**config.mk**
```make
export PLATFORM = sky130hd
export DESIGN_NAME = prot_host_regs
export DESIGN_NICKNAME = d
export VERILOG_FILES = /design/src/hw/prot_regs_pkg.sv /design/src/hw/fault_if.sv /design/src/hw/prot_host_regs.sv /design/src/hw/fault_latch_bank.sv
export SDC_FILE = /design/constraint.sdc
export NUM_CORES = 1
export LEC_CHECK = 0
export ABC_AREA = 0
export BUFFER_PORTS_ARGS = -buffer_cell sky130_fd_sc_hd__buf_4
export CORE_MARGIN = 10
export CORE_UTILIZATION = 35
export DETAILED_ROUTE_END_ITERATION = 10
export HOLD_SLACK_MARGIN = 0.08
export PLACE_DENSITY_LB_ADDON = 0.3
export SKIP_CTS_REPAIR_TIMING = 1
export SYNTH_ARGS = -nofsm -noshare
export SYNTH_HDL_FRONTEND = slang
export SYNTH_HIERARCHICAL = 1
export SYNTH_SLANG_ARGS = --single-unit
```
**constraint.sdc**
```tcl
create_clock -name clk -period 2.4 [get_ports clk]
set_clock_uncertainty 0.1 [all_clocks]
set_input_delay 0.48 -clock clk [delete_from_list [all_inputs] [get_ports clk]]
set_output_delay 0.48 -clock clk [all_outputs]
set_load 0.005 [all_outputs]
```
**src/hw/prot_regs_pkg.sv**
```systemverilog
// Purpose: Shared constants for the battery protector host register bank
// Assumes: Byte-wide registers at small indexed addresses, 125 MHz clock
// Notes: Offsets, field positions, reset values and timing counts live here
package prot_regs_pkg;
	// Register addresses
	localparam logic [3:0] ADDR_STATUS = 4'h0;
	localparam logic [3:0] ADDR_OUTCTL = 4'h1;
	localparam logic [3:0] ADDR_STATE = 4'h2;
	localparam logic [3:0] ADDR_FUNC = 4'h3;
	localparam logic [3:0] ADDR_BYPASS_LO = 4'h4;
	// Status fields
	localparam int ST_SHORT = 0;
	localparam int ST_OVERLOAD = 1;
	localparam int ST_CELL_HIGH = 2;
	localparam int ST_CELL_LOW = 3;
	localparam int ST_THERMAL = 4;
	localparam int ST_SUPPLY_OK = 5;
	localparam int ST_DISCHARGE = 6;
	localparam int ST_CHARGE = 7;
	localparam int NUM_FAULTS = 5;
	// Output control fields
	localparam int OC_RELEASE = 0;
	localparam int OC_DISCHARGE = 1;
	localparam int OC_CHARGE = 2;
	localparam int OC_OPEN_DRAIN = 3;
	localparam int OC_PARITY = 6;
	localparam int OC_FAST = 7;
	// State control fields
	localparam int SC_POWER_DOWN = 0;
	localparam int SC_HOST = 1;
	localparam int SC_CELL_SCALE = 6;
	localparam int SC_CUR_GAIN = 7;
	// Function control fields
	localparam int FC_CELL_AMP = 0;
	localparam int FC_CUR_AMP = 1;
	localparam int FC_CUR_OFFSET = 2;
	localparam int FC_PACK_SEL = 3;
	localparam int FC_STACK_SEL = 4;
	localparam int FC_THERMISTOR = 5;
	localparam int FC_BYPASS_9 = 6;
	localparam int FC_BYPASS_10 = 7;
	// Reset values and writable masks
	localparam logic [7:0] RST_OUTCTL = 8'h00;
	localparam logic [7:0] RST_STATE = 8'h00;
	localparam logic [7:0] RST_FUNC = 8'h00;
	localparam logic [7:0] RST_BYPASS = 8'h00;
	localparam logic [7:0] OUTCTL_WMASK = 8'h8f;
	localparam logic [7:0] STATE_WMASK = 8'hc3;
	// Undervoltage sampling interval per cell
	localparam int CLK_MHZ = 125;
	localparam int UV_SLOW_MS = 50;
	localparam int UV_FAST_US = 100;
	localparam int UV_SLOW_CYCLES = UV_SLOW_MS * 1000 * CLK_MHZ;
	localparam int UV_FAST_CYCLES = UV_FAST_US * CLK_MHZ;
	// Latch release sequence tracker
	typedef enum logic [2:0] {
		REL_IDLE = 3'b001,
		REL_HIGH = 3'b010,
		REL_ARMED = 3'b100
	} release_state_t;
endpackage

```
**src/hw/fault_if.sv**
```systemverilog
// Purpose: Carries fault conditions, release and read events to the latch bank
// Assumes: Both ends run on the same clock
// Notes: Conditions arrive already synchronised
`timescale 1ns/1ps
interface fault_if;
	logic [4:0] cond; // Live fault conditions
	logic release_p; // One-cycle latch release event
	logic status_rd; // One-cycle status read event
	logic [4:0] flags; // Latched fault flags
	modport owner (output cond, output release_p, output status_rd, input flags);
	modport bank (input cond, input release_p, input status_rd, output flags);
endinterface

```
**src/hw/prot_host_regs.sv**
```systemverilog
// Purpose: Host register bank of the battery protector front end
// Assumes: Serial slave decodes frames into one-cycle reg_wr/reg_rd strobes
// Notes: Read data appears one cycle after reg_rd; analog inputs are synced
// How it works
// RULE1 - Host writes control registers only in host mode
// RULE2 - Status bit0 flags short circuit, resets zero
// RULE3 - Status bit1 flags overload above threshold
// RULE4 - Status bit2 flags cell overvoltage
// RULE5 - Status bit3 flags cell undervoltage
// RULE6 - Status bit4 flags overtemperature
// RULE7 - Status bit5 shows programming supply good
// RULE8 - Status bits 6,7 show switch states
// RULE9 - Toggling release bit clears latches on read
// RULE10 - Host mode: control bits drive switches
// RULE11 - Control bit3 pulls open-drain output low
// RULE12 - Read-only parity error bit, sticky
// RULE13 - Control bit7 picks undervoltage sample interval
// RULE14 - Host writes zero to unused bits
// RULE15 - Host shutdown enable acts at zero pack
// RULE16 - State bit1 selects host or stand-alone
// RULE17 - State bit6 picks cell amplifier scale
// RULE18 - State bit7 picks current amplifier gain
// RULE19 - Function bits enable amplifiers and offset
// RULE20 - Battery or pack routed, battery wins
// RULE21 - Host mode: function bit5 powers thermistor
// RULE22 - Balance bits enable each cell bypass
`timescale 1ns/1ps
module prot_host_regs #(
	parameter int UV_SLOW_CYC = prot_regs_pkg::UV_SLOW_CYCLES,
	parameter int UV_FAST_CYC = prot_regs_pkg::UV_FAST_CYCLES
) (
	input wire logic clk,
	input wire logic sys_rst,
	input wire logic reg_wr,
	input wire logic reg_rd,
	input wire logic [3:0] reg_addr,
	input wire logic [7:0] reg_wdata,
	output logic [7:0] reg_rdata_r,
	input wire logic short_circuit_in,
	input wire logic overload_in,
	input wire logic cell_high_in,
	input wire logic cell_low_in,
	input wire logic thermal_in,
	input wire logic nvm_supply_ok_in,
	input wire logic discharge_sense_in,
	input wire logic charge_sense_in,
	input wire logic nvm_parity_in,
	input wire logic pack_zero_in,
	output logic discharge_switch_r,
	output logic charge_switch_r,
	output logic open_drain_output_o_r,
	output logic open_drain_output_oe_r,
	output logic power_down_request_r,
	output logic host_mode_r,
	output logic uv_sample_tick_r,
	output logic cell_amp_scale_select_r,
	output logic current_amp_gain_select_r,
	output logic cell_amp_on_r,
	output logic current_amp_on_r,
	output logic current_amp_offset_out_r,
	output logic stack_divided_out_r,
	output logic pack_divided_out_r,
	output logic thermistor_supply_on_r,
	output logic [9:0] bypass_enable_r
);
	import prot_regs_pkg::*;

	// Address match, shared by write decode and read-side effects
	function automatic logic reg_hit(input logic [3:0] addr, input logic [3:0] offset);
		reg_hit = (addr == offset);
	endfunction

	logic [9:0] sync1_r; // First synchroniser stage, read only by stage two
	logic [9:0] sync2_r; // Synchronised analog comparator levels
	logic [9:0] pins_raw; // Raw pin bundle
	logic [7:0] outctl_r; // Output control storage
	logic [7:0] state_r; // State control storage
	logic [7:0] func_r; // Function control storage
	logic [7:0] bypass_lo_r; // Lower cells bypass enables
	logic parity_seen_r; // Sticky parity error
	release_state_t rel_state_r; // Release toggle tracker
	release_state_t rel_state_nxt;
	logic [22:0] uv_cnt_r; // Sampling interval counter
	logic [22:0] uv_limit; // Terminal count for current interval
	logic [7:0] rd_mux; // Read data selection
	logic status_rd; // Status register read this cycle
	logic host; // Host-control mode active
	logic fault_dsg; // Stand-alone discharge trip
	logic fault_chg; // Stand-alone charge trip

	fault_if fault_bus ();

	fault_latch_bank u_latch (
		.clk(clk),
		.sys_rst(sys_rst),
		.fb(fault_bus.bank)
	);

	assign pins_raw = {pack_zero_in, nvm_parity_in, charge_sense_in, discharge_sense_in,
		nvm_supply_ok_in, thermal_in, cell_low_in, cell_high_in, overload_in,
		short_circuit_in};

	// Two-flop synchroniser; the comparators are asynchronous to clk
	always_ff @(posedge clk)
	begin
		if (sys_rst)
		begin
			sync1_r <= 10'h000;
			sync2_r <= 10'h000;
		end
		else
		begin
			sync1_r <= pins_raw;
			sync2_r <= sync1_r;
		end
	end

	assign host = state_r[SC_HOST];
	assign status_rd = reg_rd && reg_hit(reg_addr, ADDR_STATUS);

	// Fault conditions into the latch bank
	assign fault_bus.cond = sync2_r[NUM_FAULTS-1:0]; // see RULE2 see RULE3 see RULE4
	assign fault_bus.status_rd = status_rd; // see RULE9
	assign fault_bus.release_p = (rel_state_r == REL_ARMED);

	// Control register writes; unused bits are not stored and read zero
	always_ff @(posedge clk)
	begin
		if (sys_rst)
		begin
			outctl_r <= RST_OUTCTL;
			state_r <= RST_STATE;
			func_r <= RST_FUNC;
			bypass_lo_r <= RST_BYPASS;
		end
		else if (reg_wr)
		begin
			// Mode gating of host writes is the host's duty, not enforced here
			if (reg_hit(reg_addr, ADDR_OUTCTL))
				outctl_r <= reg_wdata & OUTCTL_WMASK; // see RULE14
			if (reg_hit(reg_addr, ADDR_STATE))
				state_r <= reg_wdata & STATE_WMASK; // see RULE16
			if (reg_hit(reg_addr, ADDR_FUNC))
				func_r <= reg_wdata;
			if (reg_hit(reg_addr, ADDR_BYPASS_LO))
				bypass_lo_r <= reg_wdata; // see RULE22
		end
	end

	// Parity error stays set until reset
	always_ff @(posedge clk)
	begin
		if (sys_rst)
			parity_seen_r <= 1'b0;
		else if (sync2_r[8])
			parity_seen_r <= 1'b1; // see RULE12
	end

	// Release tracker: only a full 0-1-0 on the release bit counts
	always_comb
	begin
		rel_state_nxt = rel_state_r;
		case (rel_state_r)
			REL_IDLE:
			begin
				if (reg_wr && reg_hit(reg_addr, ADDR_OUTCTL) && reg_wdata[OC_RELEASE])
					rel_state_nxt = REL_HIGH;
			end
			REL_HIGH:
			begin
				// Falling write completes the toggle
				if (reg_wr && reg_hit(reg_addr, ADDR_OUTCTL) && !reg_wdata[OC_RELEASE])
					rel_state_nxt = REL_ARMED; // see RULE9
			end
			REL_ARMED:
			begin
				rel_state_nxt = REL_IDLE;
			end
			default:
			begin
				rel_state_nxt = REL_IDLE;
			end
		endcase
	end

	// Tracker state register
	always_ff @(posedge clk)
	begin
		if (sys_rst)
			rel_state_r <= REL_IDLE;
		else
			rel_state_r <= rel_state_nxt;
	end

	// Read mux; live bits come straight from the synchronised pins
	always_comb
	begin
		rd_mux = 8'h00;
		case (reg_addr)
			ADDR_STATUS:
			begin
				rd_mux = {sync2_r[7:5], fault_bus.flags}; // see RULE7 see RULE8
			end
			ADDR_OUTCTL:
			begin
				rd_mux = outctl_r;
				rd_mux[OC_PARITY] = parity_seen_r; // see RULE12
			end
			ADDR_STATE:
			begin
				rd_mux = state_r;
			end
			ADDR_FUNC:
			begin
				rd_mux = func_r;
			end
			ADDR_BYPASS_LO:
			begin
				rd_mux = bypass_lo_r;
			end
			default:
			begin
				rd_mux = 8'h00; // Unmapped here reads zero
			end
		endcase
	end

	// Read data register, loaded on the read strobe
	always_ff @(posedge clk)
	begin
		if (sys_rst)
			reg_rdata_r <= 8'h00;
		else if (reg_rd)
			reg_rdata_r <= rd_mux;
	end

	// Stand-alone trips; parity error forces both switches off
	assign fault_dsg = |fault_bus.flags[ST_THERMAL:ST_CELL_LOW] | fault_bus.flags[ST_SHORT] |
		fault_bus.flags[ST_OVERLOAD] | parity_seen_r;
	assign fault_chg = fault_bus.flags[ST_CELL_HIGH] | fault_bus.flags[ST_THERMAL] |
		parity_seen_r;

	// Switch drive; shutdown enable turns discharge off at once, without waiting for pack zero
	always_ff @(posedge clk)
	begin
		if (sys_rst)
		begin
			discharge_switch_r <= 1'b0;
			charge_switch_r <= 1'b0;
		end
		else if (host)
		begin
			discharge_switch_r <= outctl_r[OC_DISCHARGE] & ~state_r[SC_POWER_DOWN]; // see RULE10
			charge_switch_r <= outctl_r[OC_CHARGE]; // see RULE10
		end
		else
		begin
			discharge_switch_r <= ~fault_dsg;
			charge_switch_r <= ~fault_chg;
		end
	end

	// Open-drain pin: drives low only; stand-alone parity error releases it
	always_ff @(posedge clk)
	begin
		if (sys_rst)
		begin
			open_drain_output_o_r <= 1'b0;
			open_drain_output_oe_r <= 1'b0;
		end
		else
		begin
			open_drain_output_o_r <= 1'b0;
			open_drain_output_oe_r <= outctl_r[OC_OPEN_DRAIN] & (host | ~parity_seen_r); // see RULE11
		end
	end

	// Mode and shutdown; shutdown waits for the pack to reach zero volts
	always_ff @(posedge clk)
	begin
		if (sys_rst)
		begin
			host_mode_r <= 1'b0;
			power_down_request_r <= 1'b0;
		end
		else
		begin
			host_mode_r <= host; // see RULE16
			power_down_request_r <= host & state_r[SC_POWER_DOWN] & sync2_r[9]; // see RULE15
		end
	end

	// Amplifier selects and enables
	always_ff @(posedge clk)
	begin
		if (sys_rst)
		begin
			cell_amp_scale_select_r <= 1'b0;
			current_amp_gain_select_r <= 1'b0;
			cell_amp_on_r <= 1'b0;
			current_amp_on_r <= 1'b0;
			current_amp_offset_out_r <= 1'b0;
		end
		else
		begin
			cell_amp_scale_select_r <= state_r[SC_CELL_SCALE]; // see RULE17
			current_amp_gain_select_r <= state_r[SC_CUR_GAIN]; // see RULE18
			cell_amp_on_r <= func_r[FC_CELL_AMP]; // see RULE19
			current_amp_on_r <= func_r[FC_CUR_AMP]; // see RULE19
			current_amp_offset_out_r <= func_r[FC_CUR_OFFSET]; // see RULE19
		end
	end

	// Divided stack routing; battery select overrides pack select
	always_ff @(posedge clk)
	begin
		if (sys_rst)
		begin
			stack_divided_out_r <= 1'b0;
			pack_divided_out_r <= 1'b0;
		end
		else
		begin
			stack_divided_out_r <= func_r[FC_CELL_AMP] & func_r[FC_STACK_SEL]; // see RULE20
			pack_divided_out_r <= func_r[FC_CELL_AMP] & func_r[FC_PACK_SEL] &
				~func_r[FC_STACK_SEL]; // see RULE20
		end
	end

	// Thermistor supply and bypass enables
	always_ff @(posedge clk)
	begin
		if (sys_rst)
		begin
			thermistor_supply_on_r <= 1'b0;
			bypass_enable_r <= 10'h000;
		end
		else
		begin
			thermistor_supply_on_r <= host & func_r[FC_THERMISTOR]; // see RULE21
			bypass_enable_r <= {func_r[FC_BYPASS_10], func_r[FC_BYPASS_9], bypass_lo_r}; // see RULE22
		end
	end

	// Per-cell undervoltage sample tick; switching rate keeps the count, which ticks at once if already past the new limit
	assign uv_limit = outctl_r[OC_FAST] ? 23'(UV_FAST_CYC - 1) : 23'(UV_SLOW_CYC - 1); // see RULE13
	always_ff @(posedge clk)
	begin
		if (sys_rst)
		begin
			uv_cnt_r <= 23'h000000;
			uv_sample_tick_r <= 1'b0;
		end
		else if (uv_cnt_r >= uv_limit)
		begin
			uv_cnt_r <= 23'h000000;
			uv_sample_tick_r <= 1'b1;
		end
		else
		begin
			uv_cnt_r <= uv_cnt_r + 23'h000001;
			uv_sample_tick_r <= 1'b0;
		end
	end
endmodule

```
**src/hw/fault_latch_bank.sv**
```systemverilog
// Purpose: Sticky fault flags released by the host and cleared on status read
// Assumes: Release and read events are single-cycle pulses
// Notes: A live condition always beats the clear
`timescale 1ns/1ps
module fault_latch_bank (
	input wire logic clk,
	input wire logic sys_rst,
	fault_if.bank fb
);
	import prot_regs_pkg::*;

	logic clear_armed_r; // Release seen, next status read may clear
	logic [NUM_FAULTS-1:0] flag_r; // Latched fault flags

	// Arm on release, disarm once the status read consumed it
	always_ff @(posedge clk)
	begin
		if (sys_rst)
			clear_armed_r <= 1'b0;
		else if (fb.release_p)
			clear_armed_r <= 1'b1; // see RULE9
		else if (fb.status_rd)
			clear_armed_r <= 1'b0;
	end

	// One latch per fault; set wins over clear so no event is lost
	for (genvar i = 0; i < NUM_FAULTS; i++)
	begin : g_latch
		always_ff @(posedge clk)
		begin
			if (sys_rst)
				flag_r[i] <= 1'b0;
			else if (fb.cond[i])
				flag_r[i] <= 1'b1; // see RULE5 see RULE6
			else if (clear_armed_r && fb.status_rd)
				flag_r[i] <= 1'b0; // see RULE9
		end
	end

	assign fb.flags = flag_r;
endmodule

```
# After elaboration in Yosys (flattened, before gate mapping)

Index checks and enable logic that the tools add are counted.

Register bits: 110
Input port bits: 26
Logic and storage cells: 97

Add/subtract/negate cells: 1
$lt $le $gt $ge: 1
Equal/unequal tests: 9
Mux-type cells: 16
Bitwise operators: 19
Reduce and logical (&&, ||, !) cells: 20

Operators by type and width:

| kind                  | number |
|---|---|
| $pmux 8 s5            | 1 |
| $add 23x1->23 const B | 1 |
| $ge 23x23->1          | 1 |
| $mux 23               | 1 |
| $reduce_bool 2->1     | 6 |
| $mux 1                | 11 |
| $reduce_and 2->1      | 5 |
| $and 1x1->1           | 8 |
| $eq 4x2->1 const B    | 2 |
| $mux 3                | 2 |
| $or 1x1->1            | 6 |
| $pmux 3 s2            | 1 |
| $logic_and 1x1->1     | 5 |
| $not 1->1             | 5 |
| $eq 4x1->1 const B    | 1 |
| $eq 4x3->1 const B    | 1 |
| $logic_not 4->1       | 1 |
| $ne 2x2->1 const B    | 2 |
| $reduce_or 2->1       | 2 |
| $eq 3x1->1 const B    | 1 |
| $eq 3x2->1 const B    | 1 |
| $eq 3x3->1 const B    | 1 |
| $logic_not 1->1       | 1 |

# Longest topological paths before layout

Word-level depth: 6
Gate-level depth with buffers: 8
Gate-level depth less buffers: 7

# Modules after synthesis

The synthesis kept the hierarchy.

Modules (own cells, without submodules):

| module           | times used | cells each | area each (sq um) | seq. area each (sq um) |
|---|---|---|---|---|
| prot_host_regs   | 1          | 441        | 4255.3            | 2082.0 |
| fault_latch_bank | 1          | 19         | 222.7             | 120.1 |

# Least setup slack after synthesis

Ideal clock, no wire load.

Path type: register to register
From: register outctl_r[7]
To: register uv_cnt_r[15]
Setup time: 64 ps
Arrival: 2039 ps
Data required time: 2236 ps
Path slack: 197 ps
Stages on the path, launching flop included: 9
Path buffers: 1
Clock period less this slack: 2203 ps
Cell sequence: dfxtp_1 -> inv_1 -> ha_1 -> a211oi_2 -> nor2b_1 -> o311ai_2 -> nand4b_2 -> buf_6 -> nor2_1

Word-level cells in the longest chain between the ends: 3

RTL lines:

| item                      | line                  | text |
|---|---|---|
| start, declared           | prot_host_regs.sv:76  | `logic [7:0] outctl_r;` |
| start signal, assigned    | prot_host_regs.sv:140 | `outctl_r <= reg_wdata & OUTCTL_WMASK;` |
| $mux 23                   | prot_host_regs.sv:346 | `assign uv_limit = outctl_r[OC_FAST] ? 23'(UV_FAST_CYC - 1) : 23'(UV_SLOW_CYC - 1);` |
| $ge 23x23->1              | prot_host_regs.sv:354 | `else if (uv_cnt_r >= uv_limit)` |
| $reduce_or 2->1 (no line) | n/a                   |  |
| end signal, assigned      | prot_host_regs.sv:361 | `uv_cnt_r <= uv_cnt_r + 23'h000001;` |
| end, declared             | prot_host_regs.sv:83  | `logic [22:0] uv_cnt_r;` |

Every way passes these cells.
A chain may end at the register's enable or synchronous reset.

# Worst setup path in the final report

From: register outctl_r[7]
To: register uv_cnt_r[20]

Same word-level chain as after synthesis.

==> results.sh <==
export IMPL_path_delay_family="simple AND/OR/NAND/NOR gates"
export IMPL_critPathRequiredTime_ns=2.53
export IMPL_core_area_um2=12600
export IMPL_yosys_top_cells_area="dfxtp_1 49%, nor2b_1 5.4%, ha_1 4.7%"
export IMPL_grt_overflow_total=0
export IMPL_path_cells="buf_4 > ha_1 > and4b_1 > and4_1 > o311ai_2 > nand4b_2 > buf_4 > nor2_1"
export IMPL_cts_sinks=110
export IMPL_yosysWarnings=6
export IMPL_place_gp_congestion=0.850
export IMPL_drive_gt1_share_pct=20.3
export IMPL_syn_inst=460
export IMPL_clk_latency_ns=0.35
export IMPL_clockRootBuffer="clkbuf_16"
export IMPL_fin_util_pct=42.3
export IMPL_grt_pass1_vias=3416
export IMPL_max_slew_margin_rel_pct=63.3
export IMPL_grt_total_usage_pct=11.2
export IMPL_antenna_found_initial=0
export IMPL_htreeDepth=3
export IMPL_syn_num_nets=503
export IMPL_cp_max_fo=23
export IMPL_fin_crit_ns=2.16
export IMPL_yosysSeqAreaShare_pct=49.2
export IMPL_final_period_utilization_pct=90.1
export IMPL_die_w_um=133
export IMPL_start_kind="flip-flop"
export IMPL_synth_area_um2=4480
export IMPL_cpPeakStageDelay_ns=0.37
export IMPL_cts_clk_slew_worst_paths_ns=0.07
export IMPL_n_antenna_cell=0
export IMPL_status="completed"
export IMPL_leakagePower_nw=2.10
export IMPL_final_hold_viol_count=0
export IMPL_fmax_mhz=462
export IMPL_firstDrtPassIters=4
export IMPL_use_met1_pct=14.4
export IMPL_peakVddDrop_mv=0.341
export IMPL_grt_pass1_wl_um=16600
export IMPL_worst_slack_ns=0.237
export IMPL_wl_per_cell_um=14.2
export IMPL_vias_per_cell=4.83
export IMPL_worst_slew_pin_slew_ns=0.548
export IMPL_rsz0062_at_grt="false"
export IMPL_path_class="reg2reg"
export IMPL_portBuffers=57
export IMPL_layout_common_cells="110 x dfxtp_1, 63 x buf_4, 53 x nor2_1, 42 x nand2_1, 39 x nor2b_1"
export IMPL_yosys_area_top_type="dfxtp_1"
export IMPL_maxCapViolations=0
export IMPL_endpoint_kind="flip-flop"
export IMPL_ys_flop_type="dfxtp_1"
export IMPL_use_met2_pct=17.1
export IMPL_critPathBufInv=2
export IMPL_timing_setup_tns_ns=0
export IMPL_synth_edf_count=0
export IMPL_drcViolationCount=0
export IMPL_cpMostUsedCell="buf_4"
export IMPL_ant_nets=0
export IMPL_hold_path_class="in2reg"
export IMPL_synthDominantCellAreaShare_pct=49.2
export IMPL_grt_max_degree=47
export IMPL_routed_wirelength_um=9870
export IMPL_num_rows=41
export IMPL_hpwlAfterDp_um=7280
export IMPL_ys_types=53
export IMPL_cts_tree="done"
export IMPL_finalSetupViolations=0
export IMPL_postSynthAreaPerCell_um2=9.73
export IMPL_ys_seq_elements=110
export IMPL_final_nets=559
export IMPL_initial_core_util_pct=35.6
export IMPL_die_y_um=133
export IMPL_die_area_um2=17700
export IMPL_io_pins=59
export IMPL_cp_slowest_cell="dfxtp_1"
export IMPL_cts_buffer_depth=2
export IMPL_syn_to_final_growth_pct=18.8
export IMPL_vias=3348
export IMPL_grt_use_met3_pct=3.16
export IMPL_pwr_density_cell_nw_per_um2=657
export IMPL_cts_buffers=9
export IMPL_drt_iter0_markers=246
export IMPL_whs_ns=0.237
export IMPL_place_ws_ns=0.226
export IMPL_grt_busiest_layer="met2"
export IMPL_drv_slew=0
export IMPL_worstPathArrival_ns=2.29
export IMPL_synthArstFlopShare_pct=0
export IMPL_layout_commonest_cell="dfxtp_1"
==> final cells by class <==
class,instances,area [µm²]
multi-input combinational,326,2120
sequential,110,2200
clock inverter,6,55.1
clock buffer,10,229
inverter,6,22.5
tap,172,215
fill,1243,7250
timing repair buffer,63,473
==> layer usage <==
layer	wire, µm	share of wire [%]
met1	4760	48
met2	4440	45
met3	494	5.0
met4	180	1.8
met5	0	0
==> kinds of logic (layout without fill, tap and decap cells) <==
kind of cell / Yosys count / in the layout / share of synthesized area (%)
AND/OR/NAND/NOR: 202 / 202 / 24.6
flip-flops: 110 / 110 / 49.2
AO/OA/AOI/OAI: 71 / 71 / 10.4
buffers and inverters: 24 / 85 / 3.38
XOR/XNOR: 21 / 21 / 4.11
adder cells (fa/ha/maj): 17 / 17 / 4.75
multiplexers: 14 / 14 / 3.41
other: 1 / 1 / 0.0837
==> cell usage after synthesis, drive strengths merged, types with 2 or more instances <==
cell and instances:
nand4b 3, nand2 42, buf 9, ha 17
nor2 53, nand3 25, xor2 12, a222oi 4
nor3b 3, nor3 5, nand2b 3, o21ba 5
inv 6, clkbuf 9, xnor2 9, nor2b 39
a21oi 38, a22oi 4, o21ai 6, and3 2
nand4 7, mux2 10, mux2i 4, a31oi 2
a211oi 3, a21boi 5, and2 3, and4 4
nor4 6, dfxtp 110
==> stage by stage <==
stage | cells | instance area [µm²] | power, mW
after detailed placement | 677 | 5040 | 2.11
after global routing | 693 | 5320 | 3.61
final | 693 | 5320 | 3.49
after CTS | 693 | 5320 | 3.52
after global placement | 677 | 5040 | 2.10
after floorplan | 460 | 4480 | 2.03
==> worst paths after layout <==
kind	from	to	slack [ns]	depth (start not counted)
max	outctl_r[7]	uv_cnt_r[20]	0.24	8
max reg2reg	outctl_r[7]	uv_cnt_r[20]	0.24	8
min	short_circuit_in	sync1_r[0]	0.24	2
min reg2reg	sync1_r[7]	sync2_r[7]	0.34	1
==> power breakdown <==
group / internal, mW / switching (mW)
logic: 0.0848 / 0.0986
registers: 1.86 / 0.0207
clock network: 0.724 / 0.706
total: 2.67 / 0.826
==> registers in the layout, indices dropped and copies added, names as in the netlist, 3 cells and up <==
register,count
uv_cnt_r,23
bypass_enable_r,10
sync1_r,10
sync2_r,10
bypass_lo_r,8
func_r,8
reg_rdata_r,8
outctl_r,5
u_latch/fb.flags,5
state_r,4
rel_state_r,3
==> worst reg2reg max path: stages, from the launching register on <==
cell	delay, ns
dfxtp_1	0.37
buf_4	0.20
ha_1	0.31
and4b_1	0.25
and4_1	0.24
o311ai_2	0.13
nand4b_2	0.11
buf_4	0.26
nor2_1	0.08
(Power assumes the default switching activity.)
